$ cat src/inc/ocw_pkg.sv
// Constants, offsets and types of the overclock frequency and watchdog control block.
// Assumes a 100 MHz mclk and an 8-bit register port with a 4-bit address.
package ocw_pkg;
  // ==========================================================
  // Timing
  localparam int CLK_MHZ = 100;
  localparam int CYC_PER_MS = CLK_MHZ * 1000;
  localparam int WD_SHORT_SCALE_MS = 250;
  localparam int WD_LONG_SCALE_MS = 3000;
  localparam int WD_TICK_CYCLES = WD_SHORT_SCALE_MS * CYC_PER_MS;
  localparam int WD_LONG_UNITS = WD_LONG_SCALE_MS / WD_SHORT_SCALE_MS;
  localparam int RST_PULSE_MS = 20;
  localparam int RST_PULSE_CYCLES = RST_PULSE_MS * CYC_PER_MS;
  // ==========================================================
  // Widths
  localparam int N_W = 9;
  localparam int M_W = 7;
  localparam int IDX_W = 4;
  localparam int STRAP_W = 5;
  localparam int WD_TIMER_W = 3;
  localparam int WD_UNITS_W = 7;
  // ==========================================================
  // Register offsets
  localparam logic [3:0] REG_CTRL = 4'h0;
  localparam logic [3:0] REG_SWIDX = 4'h1;
  localparam logic [3:0] REG_CPU_N_LO = 4'h2;
  localparam logic [3:0] REG_CPU_NM = 4'h3;
  localparam logic [3:0] REG_PCIE_N_LO = 4'h4;
  localparam logic [3:0] REG_HIGH_BITS = 4'h5;
  localparam logic [3:0] REG_REC_N_LO = 4'h6;
  localparam logic [3:0] REG_WDOG = 4'h7;
  localparam logic [3:0] REG_AUTOREC = 4'h8;
  localparam logic [3:0] REG_DYN1_LO = 4'h9;
  localparam logic [3:0] REG_DYN2_LO = 4'hA;
  localparam logic [3:0] REG_DYN3_LO = 4'hB;
  localparam logic [3:0] REG_DYN_HI = 4'hC;
  localparam logic [3:0] REG_STATUS = 4'hD;
  // ==========================================================
  // Field positions
  localparam int CTRL_CPU_PROG = 0;
  localparam int CTRL_PCIE_PROG = 1;
  localparam int CTRL_DYN_EN = 2;
  localparam int CTRL_OVERRIDE = 3;
  localparam int CTRL_SMOOTH_MAN = 4;
  localparam int CTRL_SMOOTH_PCIE = 5;
  localparam int HB_PCIE_N8 = 0;
  localparam int HB_REC_N8 = 1;
  localparam int WD_ENABLE = 0;
  localparam int WD_ALARM = 1;
  localparam int WD_SCALE = 2;
  localparam int WD_TIMER_LSB = 3;
  localparam int WD_RST_ONLY = 6;
  localparam int WD_REC_FROM_N = 7;
  // ==========================================================
  // Reset values
  localparam logic WD_SCALE_RST = 1'b1;
  localparam logic AUTOREC_RST = 1'b1;
  // ==========================================================
  // Types
  typedef enum logic [1:0] {
    OCW_FUNC_LINK = 2'b00,
    OCW_FUNC_DOT = 2'b01,
    OCW_FUNC_SATA = 2'b10
  } ocw_func_e;
  typedef enum logic [1:0] {
    OCW_SRC_STRAP = 2'b00,
    OCW_SRC_SWIDX = 2'b01,
    OCW_SRC_PROG = 2'b10
  } ocw_src_e;
  typedef enum logic [1:0] {
    OCW_WD_IDLE = 2'b00,
    OCW_WD_COUNT = 2'b01,
    OCW_WD_PULSE = 2'b10,
    OCW_WD_HOLD = 2'b11
  } ocw_wd_state_e;
endpackage

$ cat src/inc/ocw_wdog_if.sv
// Watchdog carrier between control, timer and tick prescaler.
// Assumes all three parties run on mclk.
`timescale 1ns/1ps
interface ocw_wdog_if;
  logic tick;
  logic tick_clr;
  logic enable;
  logic restart;
  logic [ocw_pkg::WD_UNITS_W-1:0] load_units;
  logic timeout;
  logic pulse_active;
  modport ctrl (output enable, output restart, output load_units,
    input timeout, input pulse_active);
  modport timer (input tick, output tick_clr, input enable, input restart,
    input load_units, output timeout, output pulse_active);
  modport tick_src (output tick, input tick_clr);
endinterface

$ cat src/core/ocw_tick_gen.sv
// Prescaler making one watchdog unit tick from mclk.
// Assumes tick_clr is pulsed whenever a countdown is (re)loaded.
`timescale 1ns/1ps
module ocw_tick_gen #(
  parameter int TICK_CYCLES = ocw_pkg::WD_TICK_CYCLES
) (
  // Clock and reset
  input wire logic mclk,
  input wire logic nrst,
  // Watchdog carrier
  ocw_wdog_if.tick_src wd
);
  localparam int CW = $clog2(TICK_CYCLES + 1);
  localparam logic [CW-1:0] LAST = CW'(TICK_CYCLES - 1);
  logic [CW-1:0] cnt;

  // ==========================================================
  // Prescaler, restarted on load so the first unit is full
  always_ff @(posedge mclk)
  begin
    if (!nrst || wd.tick_clr)
    begin
      cnt <= '0;
      wd.tick <= 1'b0;
    end
    else
    begin
      wd.tick <= (cnt == LAST);
      cnt <= (cnt == LAST) ? '0 : cnt + CW'(1);
    end
  end
endmodule

$ cat src/core/ocw_wdog_timer.sv
// Watchdog countdown and system reset pulse timing.
// Assumes one tick per 250 ms unit from the prescaler.
`timescale 1ns/1ps
module ocw_wdog_timer #(
  parameter int PULSE_CYCLES = ocw_pkg::RST_PULSE_CYCLES
) (
  // Clock and reset
  input wire logic mclk,
  input wire logic nrst,
  // Watchdog carrier
  ocw_wdog_if.timer wd
);
  localparam int PW = $clog2(PULSE_CYCLES + 1);
  ocw_pkg::ocw_wd_state_e state;
  logic [ocw_pkg::WD_UNITS_W-1:0] units;
  logic [PW-1:0] pulse_cnt;
  logic enable_q;
  logic rise;

  assign rise = wd.enable & ~enable_q;
  // Expiry on the tick that empties the count; 0 loaded expires at first tick
  assign wd.timeout = (state == ocw_pkg::OCW_WD_COUNT) & wd.enable & ~wd.restart
    & wd.tick & (units <= ocw_pkg::WD_UNITS_W'(1));
  assign wd.tick_clr = ((state == ocw_pkg::OCW_WD_IDLE) & rise) | wd.restart;
  assign wd.pulse_active = (state == ocw_pkg::OCW_WD_PULSE);

  // ==========================================================
  // Countdown state machine
  always_ff @(posedge mclk)
  begin
    if (!nrst)
    begin
      state <= ocw_pkg::OCW_WD_IDLE;
      units <= '0;
      pulse_cnt <= '0;
      enable_q <= 1'b0;
    end
    else
    begin
      enable_q <= wd.enable;
      case (state)
        ocw_pkg::OCW_WD_IDLE:
        begin
          if (rise)
          begin
            state <= ocw_pkg::OCW_WD_COUNT;
            units <= wd.load_units;
          end
        end
        ocw_pkg::OCW_WD_COUNT:
        begin
          if (!wd.enable)
            state <= ocw_pkg::OCW_WD_IDLE;
          else if (wd.restart)
            units <= wd.load_units;
          else if (wd.timeout)
          begin
            state <= ocw_pkg::OCW_WD_PULSE;
            pulse_cnt <= PW'(PULSE_CYCLES - 1);
          end
          else if (wd.tick)
            units <= units - ocw_pkg::WD_UNITS_W'(1);
        end
        ocw_pkg::OCW_WD_PULSE:
        begin
          if (pulse_cnt == '0)
            state <= ocw_pkg::OCW_WD_HOLD;
          else
            pulse_cnt <= pulse_cnt - PW'(1);
        end
        ocw_pkg::OCW_WD_HOLD:
        begin
          if (!wd.enable)
            state <= ocw_pkg::OCW_WD_IDLE;
          else if (wd.restart)
          begin
            state <= ocw_pkg::OCW_WD_COUNT;
            units <= wd.load_units;
          end
        end
        default:
          state <= ocw_pkg::OCW_WD_IDLE;
      endcase
    end
  end
endmodule

$ cat src/core/ocw_freq_ctrl.sv
// Overclock frequency selection, smooth switch assignment and watchdog control.
// Assumes straps stable until power good asserts and synchronous pin inputs.
//
// Notes on behaviour
// - Platform strap 00 link/SATA, 01 dot/SATA, 10 link/PCIe, 11 SATA/PCIe.
// - Dynamic pins 00 keep base, 01..11 pick dynamic N one to three on change.
// - Dynamic enable resets 0; when set, pins steer frequency from chosen base.
// - Programmed mode gives gear times N over M; gear from latched strap.
// - PCIe PLL takes only programmed N; M fixed by the frequency selection.
// - CPU programmed enable resets 0; when set, CPU uses programmed M, and programmed N unless dynamic pins pick one.
// - N fields nine bits, CPU M seven bits, all resetting to zero.
// - PCIe programmed enable resets 0; uses PCIe N; no watchdog recovery.
// - Timeout recovery auto, manual recovery N, hardware straps, or pulse only.
// - Four-bit software index picks one of sixteen CPU frequencies.
// - Override resets 0 selecting straps; when set, software index selects.
// - One smooth switch, auto to overclocking PLL, or host assigned manually.
// - Enabling watchdog starts countdown from timer value times scale.
// - Countdown reaching zero while enabled asserts reset and sets alarm.
// - Timeout reset pulse lasts 20 ms.
// - Reset output enabled only if strap low when power good asserts.
// - Changing scale or timer bits mid countdown restarts from new value.
// - After pulse watchdog idles until reprogrammed or re-enabled.
// - Scale bit 0 gives 250 ms, 1 gives 3 s; resets to 1.
// - Timer value three bits resetting 000; 000 is a test mode.
// - Hardware recovery reloads the strap dividers latched at boot.
`timescale 1ns/1ps
module ocw_freq_ctrl #(
  parameter int TICK_CYCLES = ocw_pkg::WD_TICK_CYCLES,
  parameter int PULSE_CYCLES = ocw_pkg::RST_PULSE_CYCLES
) (
  // Clock and reset
  input wire logic mclk,
  input wire logic nrst,
  // Register port
  input wire logic [3:0] reg_addr,
  input wire logic [7:0] reg_wdata,
  input wire logic reg_wr,
  input wire logic reg_rd,
  output logic [7:0] reg_rdata,
  // Straps and pins
  input wire logic [1:0] platform_sel,
  input wire logic [ocw_pkg::STRAP_W-1:0] freq_strap_bits,
  input wire logic reset_out_strap,
  input wire logic power_good_in_n,
  input wire logic [1:0] dyn_freq_pins,
  // Pin function
  output ocw_pkg::ocw_func_e out_a_func,
  output logic out_b_pcie,
  // CPU PLL
  output ocw_pkg::ocw_src_e cpu_src,
  output logic [ocw_pkg::STRAP_W-1:0] cpu_table_sel,
  output logic [ocw_pkg::STRAP_W-1:0] cpu_gear_sel,
  output logic cpu_n_valid,
  output logic [ocw_pkg::N_W-1:0] cpu_n,
  output logic cpu_m_valid,
  output logic [ocw_pkg::M_W-1:0] cpu_m,
  // PCIe PLL and smooth switch
  output logic pcie_prog_active,
  output logic [ocw_pkg::N_W-1:0] pcie_n,
  output logic [ocw_pkg::STRAP_W-1:0] pcie_m_sel,
  output logic smooth_to_pcie,
  // System reset
  output logic system_reset_out_n,
  output logic system_reset_oe,
  output logic wdog_alarm
);
  // ==========================================================
  // Declarations
  logic booted;
  logic reset_out_en;
  logic [1:0] plat_q;
  logic [ocw_pkg::STRAP_W-1:0] strap_q;
  logic cpu_prog_en;
  logic pcie_prog_en;
  logic dyn_freq_enable;
  logic freq_source_override;
  logic smooth_manual;
  logic smooth_pcie_sel;
  logic [ocw_pkg::IDX_W-1:0] sw_freq_index;
  logic [ocw_pkg::N_W-1:0] cpu_prog_n;
  logic [ocw_pkg::M_W-1:0] cpu_prog_m;
  logic [ocw_pkg::N_W-1:0] pcie_prog_n;
  logic [ocw_pkg::N_W-1:0] rec_n;
  logic [ocw_pkg::M_W-1:0] rec_m;
  logic [ocw_pkg::N_W-1:0] dyn_n [3];
  logic [ocw_pkg::N_W-1:0] dyn_n_cur;
  logic [1:0] dyn_pins_q;
  logic wdog_enable;
  logic wd_scale;
  logic [ocw_pkg::WD_TIMER_W-1:0] wd_timer;
  logic wd_rst_only;
  logic wd_rec_from_n;
  logic autorec;
  logic wdog_enable_q;
  logic wr_ctrl;
  logic wr_wdog;
  logic recover;
  logic dyn_active;
  logic [7:0] next_rdata;
  ocw_wdog_if wd ();

  assign wr_ctrl = reg_wr && reg_addr == ocw_pkg::REG_CTRL;
  assign wr_wdog = reg_wr && reg_addr == ocw_pkg::REG_WDOG;
  // Pulse-only mode skips every divider change
  assign recover = wd.timeout & ~wd_rst_only;
  assign dyn_active = dyn_freq_enable && dyn_pins_q != 2'b00;

  // ==========================================================
  // Watchdog hookup
  assign wd.enable = wdog_enable;
  assign wd.load_units = wd_scale
    ? ocw_pkg::WD_UNITS_W'(int'(wd_timer) * ocw_pkg::WD_LONG_UNITS)
    : ocw_pkg::WD_UNITS_W'(wd_timer);

  ocw_tick_gen #(.TICK_CYCLES(TICK_CYCLES)) u_tick (
    .mclk(mclk),
    .nrst(nrst),
    .wd(wd)
  );

  ocw_wdog_timer #(.PULSE_CYCLES(PULSE_CYCLES)) u_timer (
    .mclk(mclk),
    .nrst(nrst),
    .wd(wd)
  );

  // ==========================================================
  // Boot strap capture, once, at power good
  always_ff @(posedge mclk)
  begin
    if (!nrst)
    begin
      booted <= 1'b0;
      reset_out_en <= 1'b0;
      plat_q <= 2'b00;
      strap_q <= '0;
    end
    else if (!booted && !power_good_in_n)
    begin
      booted <= 1'b1;
      reset_out_en <= ~reset_out_strap;
      plat_q <= platform_sel;
      strap_q <= freq_strap_bits;
    end
  end

  // ==========================================================
  // Control bits; a recovering timeout beats a same-cycle write
  always_ff @(posedge mclk)
  begin
    if (!nrst)
    begin
      cpu_prog_en <= 1'b0;
      pcie_prog_en <= 1'b0;
      dyn_freq_enable <= 1'b0;
      freq_source_override <= 1'b0;
      smooth_manual <= 1'b0;
      smooth_pcie_sel <= 1'b0;
    end
    else
    begin
      if (wr_ctrl)
      begin
        cpu_prog_en <= reg_wdata[ocw_pkg::CTRL_CPU_PROG];
        pcie_prog_en <= reg_wdata[ocw_pkg::CTRL_PCIE_PROG];
        dyn_freq_enable <= reg_wdata[ocw_pkg::CTRL_DYN_EN];
        freq_source_override <= reg_wdata[ocw_pkg::CTRL_OVERRIDE];
        smooth_manual <= reg_wdata[ocw_pkg::CTRL_SMOOTH_MAN];
        smooth_pcie_sel <= reg_wdata[ocw_pkg::CTRL_SMOOTH_PCIE];
      end
      if (recover)
      begin
        dyn_freq_enable <= 1'b0;
        if (!wd_rec_from_n)
        begin
          // Back to boot straps; PCIe setting left alone
          cpu_prog_en <= 1'b0;
          freq_source_override <= 1'b0;
        end
      end
    end
  end

  // ==========================================================
  // Divider registers and recovery copies
  always_ff @(posedge mclk)
  begin
    if (!nrst)
    begin
      cpu_prog_n <= '0;
      cpu_prog_m <= '0;
      pcie_prog_n <= '0;
      rec_n <= '0;
      rec_m <= '0;
      sw_freq_index <= '0;
      wdog_enable_q <= 1'b0;
    end
    else
    begin
      wdog_enable_q <= wdog_enable;
      if (reg_wr)
      begin
        case (reg_addr)
          ocw_pkg::REG_SWIDX: sw_freq_index <= reg_wdata[ocw_pkg::IDX_W-1:0];
          ocw_pkg::REG_CPU_N_LO: cpu_prog_n[7:0] <= reg_wdata;
          ocw_pkg::REG_CPU_NM:
          begin
            cpu_prog_n[8] <= reg_wdata[7];
            cpu_prog_m <= reg_wdata[ocw_pkg::M_W-1:0];
          end
          ocw_pkg::REG_PCIE_N_LO: pcie_prog_n[7:0] <= reg_wdata;
          ocw_pkg::REG_HIGH_BITS:
          begin
            pcie_prog_n[8] <= reg_wdata[ocw_pkg::HB_PCIE_N8];
            if (!autorec)
              rec_n[8] <= reg_wdata[ocw_pkg::HB_REC_N8];
          end
          ocw_pkg::REG_REC_N_LO:
          begin
            if (!autorec)
              rec_n[7:0] <= reg_wdata;
          end
          default: ;
        endcase
      end
      // Snapshot of the running dividers as the watchdog arms
      if (wdog_enable && !wdog_enable_q)
      begin
        rec_m <= cpu_prog_m;
        if (autorec)
          rec_n <= cpu_prog_n;
      end
      if (recover && wd_rec_from_n)
      begin
        cpu_prog_n <= rec_n;
        cpu_prog_m <= rec_m;
      end
    end
  end

  // ==========================================================
  // Dynamic frequency steps, latched only when the pins move
  always_ff @(posedge mclk)
  begin
    if (!nrst)
    begin
      dyn_n[0] <= '0;
      dyn_n[1] <= '0;
      dyn_n[2] <= '0;
      dyn_pins_q <= 2'b00;
      dyn_n_cur <= '0;
    end
    else
    begin
      if (reg_wr && reg_addr == ocw_pkg::REG_DYN1_LO)
        dyn_n[0][7:0] <= reg_wdata;
      if (reg_wr && reg_addr == ocw_pkg::REG_DYN2_LO)
        dyn_n[1][7:0] <= reg_wdata;
      if (reg_wr && reg_addr == ocw_pkg::REG_DYN3_LO)
        dyn_n[2][7:0] <= reg_wdata;
      if (reg_wr && reg_addr == ocw_pkg::REG_DYN_HI)
      begin
        dyn_n[0][8] <= reg_wdata[0];
        dyn_n[1][8] <= reg_wdata[1];
        dyn_n[2][8] <= reg_wdata[2];
      end
      if (dyn_freq_pins != dyn_pins_q)
      begin
        dyn_pins_q <= dyn_freq_pins;
        if (dyn_freq_pins != 2'b00)
          dyn_n_cur <= dyn_n[dyn_freq_pins - 2'b01];
      end
    end
  end

  // ==========================================================
  // Watchdog register and alarm; the set wins over a clear
  always_ff @(posedge mclk)
  begin
    if (!nrst)
    begin
      wdog_enable <= 1'b0;
      wd_scale <= ocw_pkg::WD_SCALE_RST;
      wd_timer <= '0;
      wd_rst_only <= 1'b0;
      wd_rec_from_n <= 1'b0;
      autorec <= ocw_pkg::AUTOREC_RST;
      wd.restart <= 1'b0;
      wdog_alarm <= 1'b0;
    end
    else
    begin
      // One cycle late so the reload sees the new timer bits
      wd.restart <= wr_wdog && (reg_wdata[ocw_pkg::WD_SCALE] != wd_scale
        || reg_wdata[ocw_pkg::WD_TIMER_LSB +: ocw_pkg::WD_TIMER_W] != wd_timer);
      if (wr_wdog)
      begin
        wdog_enable <= reg_wdata[ocw_pkg::WD_ENABLE];
        wd_scale <= reg_wdata[ocw_pkg::WD_SCALE];
        wd_timer <= reg_wdata[ocw_pkg::WD_TIMER_LSB +: ocw_pkg::WD_TIMER_W];
        wd_rst_only <= reg_wdata[ocw_pkg::WD_RST_ONLY];
        wd_rec_from_n <= reg_wdata[ocw_pkg::WD_REC_FROM_N];
      end
      if (reg_wr && reg_addr == ocw_pkg::REG_AUTOREC)
        autorec <= reg_wdata[0];
      if (wd.timeout)
        wdog_alarm <= 1'b1;
      else if (wr_wdog && reg_wdata[ocw_pkg::WD_ALARM])
        wdog_alarm <= 1'b0;
    end
  end

  // ==========================================================
  // Registered outputs
  always_ff @(posedge mclk)
  begin
    if (!nrst)
    begin
      out_a_func <= ocw_pkg::OCW_FUNC_LINK;
      out_b_pcie <= 1'b0;
      cpu_src <= ocw_pkg::OCW_SRC_STRAP;
      cpu_table_sel <= '0;
      cpu_gear_sel <= '0;
      cpu_n_valid <= 1'b0;
      cpu_n <= '0;
      cpu_m_valid <= 1'b0;
      cpu_m <= '0;
      pcie_prog_active <= 1'b0;
      pcie_n <= '0;
      pcie_m_sel <= '0;
      smooth_to_pcie <= 1'b0;
      system_reset_out_n <= 1'b1;
      system_reset_oe <= 1'b0;
    end
    else
    begin
      case (plat_q)
        2'b00: out_a_func <= ocw_pkg::OCW_FUNC_LINK;
        2'b01: out_a_func <= ocw_pkg::OCW_FUNC_DOT;
        2'b10: out_a_func <= ocw_pkg::OCW_FUNC_LINK;
        default: out_a_func <= ocw_pkg::OCW_FUNC_SATA;
      endcase
      out_b_pcie <= plat_q[1];
      if (cpu_prog_en)
        cpu_src <= ocw_pkg::OCW_SRC_PROG;
      else if (freq_source_override)
        cpu_src <= ocw_pkg::OCW_SRC_SWIDX;
      else
        cpu_src <= ocw_pkg::OCW_SRC_STRAP;
      cpu_table_sel <= freq_source_override ? {1'b0, sw_freq_index} : strap_q;
      cpu_gear_sel <= strap_q;
      cpu_n_valid <= cpu_prog_en | dyn_active;
      cpu_n <= dyn_active ? dyn_n_cur : cpu_prog_n;
      cpu_m_valid <= cpu_prog_en;
      cpu_m <= cpu_prog_m;
      pcie_prog_active <= pcie_prog_en;
      pcie_n <= pcie_prog_n;
      pcie_m_sel <= freq_source_override ? {1'b0, sw_freq_index} : strap_q;
      // Auto mode gives the CPU PLL priority when both overclock
      smooth_to_pcie <= smooth_manual ? smooth_pcie_sel
        : (pcie_prog_en & ~(cpu_prog_en | dyn_active));
      system_reset_out_n <= ~(wd.pulse_active & reset_out_en);
      system_reset_oe <= reset_out_en;
    end
  end

  // ==========================================================
  // Read port: data only in the cycle after the strobe
  always_comb
  begin
    next_rdata = 8'h00;
    case (reg_addr)
      ocw_pkg::REG_CTRL: next_rdata = {2'b00, smooth_pcie_sel, smooth_manual,
        freq_source_override, dyn_freq_enable, pcie_prog_en, cpu_prog_en};
      ocw_pkg::REG_SWIDX: next_rdata = {4'h0, sw_freq_index};
      ocw_pkg::REG_CPU_N_LO: next_rdata = cpu_prog_n[7:0];
      ocw_pkg::REG_CPU_NM: next_rdata = {cpu_prog_n[8], cpu_prog_m};
      ocw_pkg::REG_PCIE_N_LO: next_rdata = pcie_prog_n[7:0];
      ocw_pkg::REG_HIGH_BITS: next_rdata = {6'h00, rec_n[8], pcie_prog_n[8]};
      ocw_pkg::REG_REC_N_LO: next_rdata = rec_n[7:0];
      ocw_pkg::REG_WDOG: next_rdata = {wd_rec_from_n, wd_rst_only, wd_timer,
        wd_scale, wdog_alarm, wdog_enable};
      ocw_pkg::REG_AUTOREC: next_rdata = {7'h00, autorec};
      ocw_pkg::REG_DYN1_LO: next_rdata = dyn_n[0][7:0];
      ocw_pkg::REG_DYN2_LO: next_rdata = dyn_n[1][7:0];
      ocw_pkg::REG_DYN3_LO: next_rdata = dyn_n[2][7:0];
      ocw_pkg::REG_DYN_HI: next_rdata = {5'h00, dyn_n[2][8], dyn_n[1][8], dyn_n[0][8]};
      ocw_pkg::REG_STATUS: next_rdata = {1'b0, wd.pulse_active, booted, reset_out_en,
        dyn_pins_q, plat_q};
      default: next_rdata = 8'h00;
    endcase
  end

  always_ff @(posedge mclk)
  begin
    if (!nrst)
      reg_rdata <= 8'h00;
    else
      reg_rdata <= reg_rd ? next_rdata : 8'h00;
  end
endmodule

$ cat config.mk
export PLATFORM = sky130hd
export DESIGN_NAME = ocw_freq_ctrl
export DESIGN_NICKNAME = d
export VERILOG_FILES = /design/src/inc/ocw_pkg.sv /design/src/inc/ocw_wdog_if.sv /design/src/core/ocw_tick_gen.sv /design/src/core/ocw_wdog_timer.sv /design/src/core/ocw_freq_ctrl.sv
export SDC_FILE = /design/constraint.sdc
export NUM_CORES = 1
export LEC_CHECK = 0
export BUFFER_PORTS_ARGS = -buffer_cell sky130_fd_sc_hd__clkbuf_2
export CORE_MARGIN = 4
export CORE_UTILIZATION = 53
export DETAILED_ROUTE_END_ITERATION = 8
export GPL_TIMING_DRIVEN = 0
export PLACE_DENSITY = 0.84
export SLEW_MARGIN = 40
export SYNTH_ARGS = -nofsm -noshare
export SYNTH_HDL_FRONTEND = slang
export SYNTH_SLANG_ARGS = --single-unit
$ cat constraint.sdc
create_clock -name mclk -period 2.3 [get_ports mclk]
set_input_delay 0.345 -clock mclk [delete_from_list [all_inputs] [get_ports mclk]]
set_output_delay 0.345 -clock mclk [all_outputs]
set_load 0.01 [all_outputs]
# Word level (Yosys, flattened, before mapping)
# Memory sizes are Yosys's and may differ from the RTL's. A register that Yosys moved wholly into a read port is not among the register bits.
# Index checks and enable logic that the tools add are counted.
# classes
reduce_logical	47
eq_ne	35
div	0
n_bitwise	24
add_sub_neg	4
mul	1
shift	0
mux	70
order_cmp	1
# op_table
operator	count
$pmux W8 S14	1
$mux W21	4
$mux W7	11
$mux W9	6
$mux W8	6
$pmux W21 S2	1
$mux W1	29
$add A25 B1 Y25 const B	1
$eq A25 B25 Y1 const B	1
$eq A4 B4 Y1 const B	6
$logic_not A21 Y1	1
$pmux W7 S3	1
$sub A21 B1 Y21 const B	1
$eq A4 B3 Y1 const B	4
$mux W2	8
$ne A3 B3 Y1 const B	5
$reduce_and A2 Y1	7
$reduce_bool A2 Y1	7
$logic_and A1 B1 Y1	13
$ne A2 B2 Y1 const B	6
$reduce_and A5 Y1	2
$reduce_or A2 Y1	5
$and A1 B1 Y1	9
$eq A4 B2 Y1 const B	2
22 further kinds	45
# word_totals
latchBits	0
wordCells	233
register_bits	183
mem_bits_rw	27
mem_bits_ro	0
n_memories	1
# mem_list
name	depth	word_bits	read_ports	rd_ports_with_merged_regs	wr	line_no	text
dyn_n	3	9	4	1	3	ocw_freq_ctrl.sv:85	logic [ocw_pkg::N_W-1:0] dyn_n [3];

# Depth between registers and ports, before layout
# logic_depth
word_depth	9
ltp_mapped	9

# By module
# From an unflattened synthesis, not the netlist that was laid out.
# hier_totals
cells_unflattened	1079
hier_area_um2	10169.8
# by_module_without_submodules
mod	instances	seq_area_each_um2	area_each_um2	cells_each
ocw_freq_ctrl	1	3513.4	7090.6	717
ocw_wdog_timer	1	620.6	1899.3	226
ocw_tick_gen	1	520.5	1179.9	136

# Worst setup path before layout
# Ideal clock, no wire load.
# synth_timing
path_kind	in2reg
startpoint	in reg_addr[1]
endpoint	mem dyn_n[2][0] in the netlist's numbering (enable)
required_time_ns	1.916
t_arrival_ns	1.765
setup_slack_ns	0.151
cell_stages	4
setup_ns	0.384
path_cell_list	clkbuf_1 -> clkbuf_1 -> nand2_1 -> o21ai_0
# synth_lines
item	line_no	text
from (decl)	ocw_freq_ctrl.sv:35	input wire logic [3:0] reg_addr,
to (decl)	ocw_freq_ctrl.sv:85	

==> results.tsv <==
stage	metric	value	unit
status	status	finished clean	
worst_setup_path	endpoint_kind	flip-flop	
die	start_util	53.7	%
routing	routed_wl	28100	um
power_and_ir_drop	p_leak	4.54	nW
die	num_io_pins	87	
die	core_area	0.0179	mm^2
worst_setup_path	cp-start-kind	flip-flop	
die	die_area	0.0204	mm^2
routing	post_drt_wl_per_cell	20.2	um
yosys	yosysUniqueCellTypes	73	
power_and_ir_drop	power_density	759	mW/mm^2
placement	io_buffers	77	
yosys	yosysSeqAreaShare	48.2	%
yosys	synth.cell_area	0.00962	mm^2
placement	gp_congestion	1.02	
power_and_ir_drop	internal-power	6.46	mW
clock_network	cts-root-buf	clkbuf_16	
routing	initialDrtViolationCount	940	
flow_run	drv_cap	0	
clock_network	clkSlewWorstSetupHoldPaths	0.06	ns
worst_setup_path	crit_family	simple AND/OR/NAND/NOR gates	
worst_setup_path	critical_path_class	flip-flop to flip-flop	
finish	fillCellCount	1505	
sta	layout_min_cycle_time	2.18	ns
power_and_ir_drop	p_switching	1.99	mW
clock_network	cts_num_sinks	218	
sta	post-route-period-util	94.9	%
clock_network	clk_latency	0.52	ns
die	dieWidth	143	um
global_route	grt_max_degree	15	
finish	syn_to_final_growth	15.9	%
clock_network	htree_levels	1	
finish	multi_input_area	0.00462	mm^2
finish	area.sequential	0.00463	mm^2
placement	dpl.hpwl	20000	um
finish	nNetsFinal	1179	
routing	drc	0	
finish	fin_util	62.3	%
hold_path	min_to	reset_out_en$_SDFFE_PN0P_	
worst_setup_path	r2r-end	cpu_prog_n[3]$_SDFFE_PN0P_	
worst_setup_path	crit_slowest_cell	or3b_1	
worst_setup_path	cpPeakStageDelay	0.38	ns
global_route	track_usage	27.0	%
yosys	synth_top_cells_by_count	dfxtp_1 (191), nor2_1 (140), nand2_1 (75)	
sta	maxSlewHeadroom	42.7	%
routing	first_pass_iters	5	
finish	final_layout_size_suffix_gt1_share	14.1	%
sta	finClkSkew	0.0147	ns
yosys	async_flop_share	0	%
hold_path	whs_path_depth	2	
power_and_ir_drop	clkPwrFrac	46.0	%
global_route	grt_overflow	0	
global_route	grt_pass1_vias	8071	
power_and_ir_drop	combPwrFrac	6.5	%
sta	timing_hold_violations_final	0	
yosys	synth_cells	1041	
yosys	synth.yosys.warnings	0	
hold_path	min-delay-path-class	primary input to flip-flop	
yosys	synth_top_area_share	39.8	%
clock_network	clk_path_buf_depth	3	
hold_path	hold_start	reset_out_strap	
worst_setup_path	worstPathCellList	buf_2 > nor3b_4 > o2111ai_4 > or3b_1 > clkbuf_1 > clkbuf_2 > nor2_1 > a211oi_1	
worst_setup_path	arrival	2.55	ns
sta	setup_viol	0	
yosys	synth_edf_count	27	
placement	dp_slack	-0.563	ns
worst_setup_path	r2r_setup_slack	0.12	ns
clock_network	cts_tree	built	
worst_setup_path	crit_path_max_fanout	10	
power_and_ir_drop	p_seq_share	47.5	%
yosys	yosysMostFrequentCell	dfxtp_1	
die	rows	49	
die	die_h	143	um
worst_setup_path	worstPathRequired	2.67	ns
sta	tns	0	ns
sta	fin_ws	0.116	ns
global_route	grt_pass1_wl	43500	um
worst_setup_path	path_buf_inv	3	
routing	routed_via_density	6.09	
yosys	synth.avg_cell_area	9.24	um^2
sta	max_freq	458	MHz
sta	worst_pin_slew	0.853	ns
yosys	synth_seq_cells	218	
routing	vias	8457	
sta	drv_slew	0	
worst_setup_path	r2r_cells	8	
sta	hold_slack	0.0124	ns
clock_network	cts_buffers	23	
power_and_ir_drop	ir_drop	0.000625	V
yosys	synth.area.top_cells	dfxtp_1 (40%), edfxtp_1 (8.4%), mux2i_1 (7.2%)	
yosys	yosys.area.top_type	dfxtp_1	
routing	antenna_left	0	
power_and_ir_drop	total_power	8.45	mW
power_and_ir_drop	swShare	23.5	%
yosys	synth_flop_cell	dfxtp_1	
global_route	grt_antenna_before_repair	0	
yosys	synthesis.nets	1077	
==> power by group through the flow <==
stage / logic (mW) / registers [mW] / clock network (mW)
final: 0.548 / 4.02 / 3.89
after detailed placement: 0.528 / 4.10 / 0
after CTS: 0.530 / 4.02 / 3.92
after floorplan: 0.335 / 4.08 / 0
after global routing: 0.590 / 4.02 / 4.08
after global placement: 0.518 / 4.09 / 0
==> worst max-delay path by stage <==
stage          depth (start not counted)                    endpoint  slack, ns        startpoint
4_1_cts                                8  cpu_prog_n[3]$_SDFFE_PN0P_    0.00002         flip-flop
6_report                               8  cpu_prog_n[3]$_SDFFE_PN0P_       0.12         flip-flop
2_1_floorplan                          4       dyn_n[2][0]$_DFFE_PP_       0.15       reg_addr[1]
5_1_grt                                8  cpu_prog_n[3]$_SDFFE_PN0P_      -0.03         flip-flop
3_5_place_dp                          10   dyn_n_cur[8]$_SDFFE_PN0P_      -0.56  dyn_freq_pins[0]
3_3_place_gp                           5       dyn_n[2][5]$_DFFE_PP_      -0.86       reg_addr[1]
==> per-stage QoR <==
step | cell area, um^2 | cells
global route | 11100 | 1388
detailed placement | 10300 | 1347
CTS | 11100 | 1387
finish | 11100 | 1389
floorplan | 9620 | 1041
global placement | 10300 | 1347
==> metal layers <==
metal / track usage [%] / routed length, um / vias to the layer above
met4: 11.1 / 1200 / 0
met1: 34.8 / 11100 / 4001
met3: 5.96 / 2630 / 97
met2: 44.1 / 13200 / 456
li1: - / - / 3903
met5: 0 / 0 / -
==> cell type report <==
type | count | area share [%]
clock inverter | 10 | 1.23
timing repair buffer | 78 | 3.52
antenna | 1 | 0.0225
multi-input combinational | 722 | 41.4
clock buffer | 31 | 5.89
buffer | 77 | 2.95
sequential | 218 | 41.6
inverter | 23 | 0.775
tap | 229 | 2.57
==> cell families after synthesis <==
logic type	synth area share, %
and+or+nand+nor	19.7
DFF	48.2
AOI/OAI and AO/OA	13.4
buffers and inverters	4.34
muxes	8.94
xor gates and xnor gates	4.19
adders and majority gates	1.25
==> cell usage in the layout (no fill, tap or decap), drive strengths merged, types with 16 or more instances in the layout <==
master,instances
o21ai,40
nand4,16
inv,25
a211oi,37
dfxtp,191
buf,24
mux2i,69
a21oi,64
nand2,75
nand3,35
and2,37
edfxtp,27
nor2,142
xor2,38
clkbuf,162
==> registers in the layout, summed over array words and instances, names as in the netlist, 2 cells and up, named ones only <==
name and flops:
sw_freq_index 4, out_a_func 2, strap_q 5, u_tick.cnt 25, rec_n 9, pcie_prog_n 9
dyn_n 27, u_timer.units 7, pcie_n 9, cpu_n 9, cpu_prog_m 7, cpu_prog_n 9
rec_m 7, wd_timer 3, pcie_m_sel 5, reg_rdata 8, cpu_m 7, cpu_gear_sel 5
plat_q 2, cpu_src 2, dyn_n_cur 9, u_timer.pulse_cnt 21, dyn_pins_q 2
==> repair_timing <==
| item | CTS | global route |
|---|---|---|
| hold buffers | 0 | 0 |
| pin swaps | 0 | 1 |
| endpoints found under the setup margin | 21 | 35 |
| buffers inserted | 0 | 1 |
| resized for setup | 2 | 7 |
Power figures use the tool's default switching activity.
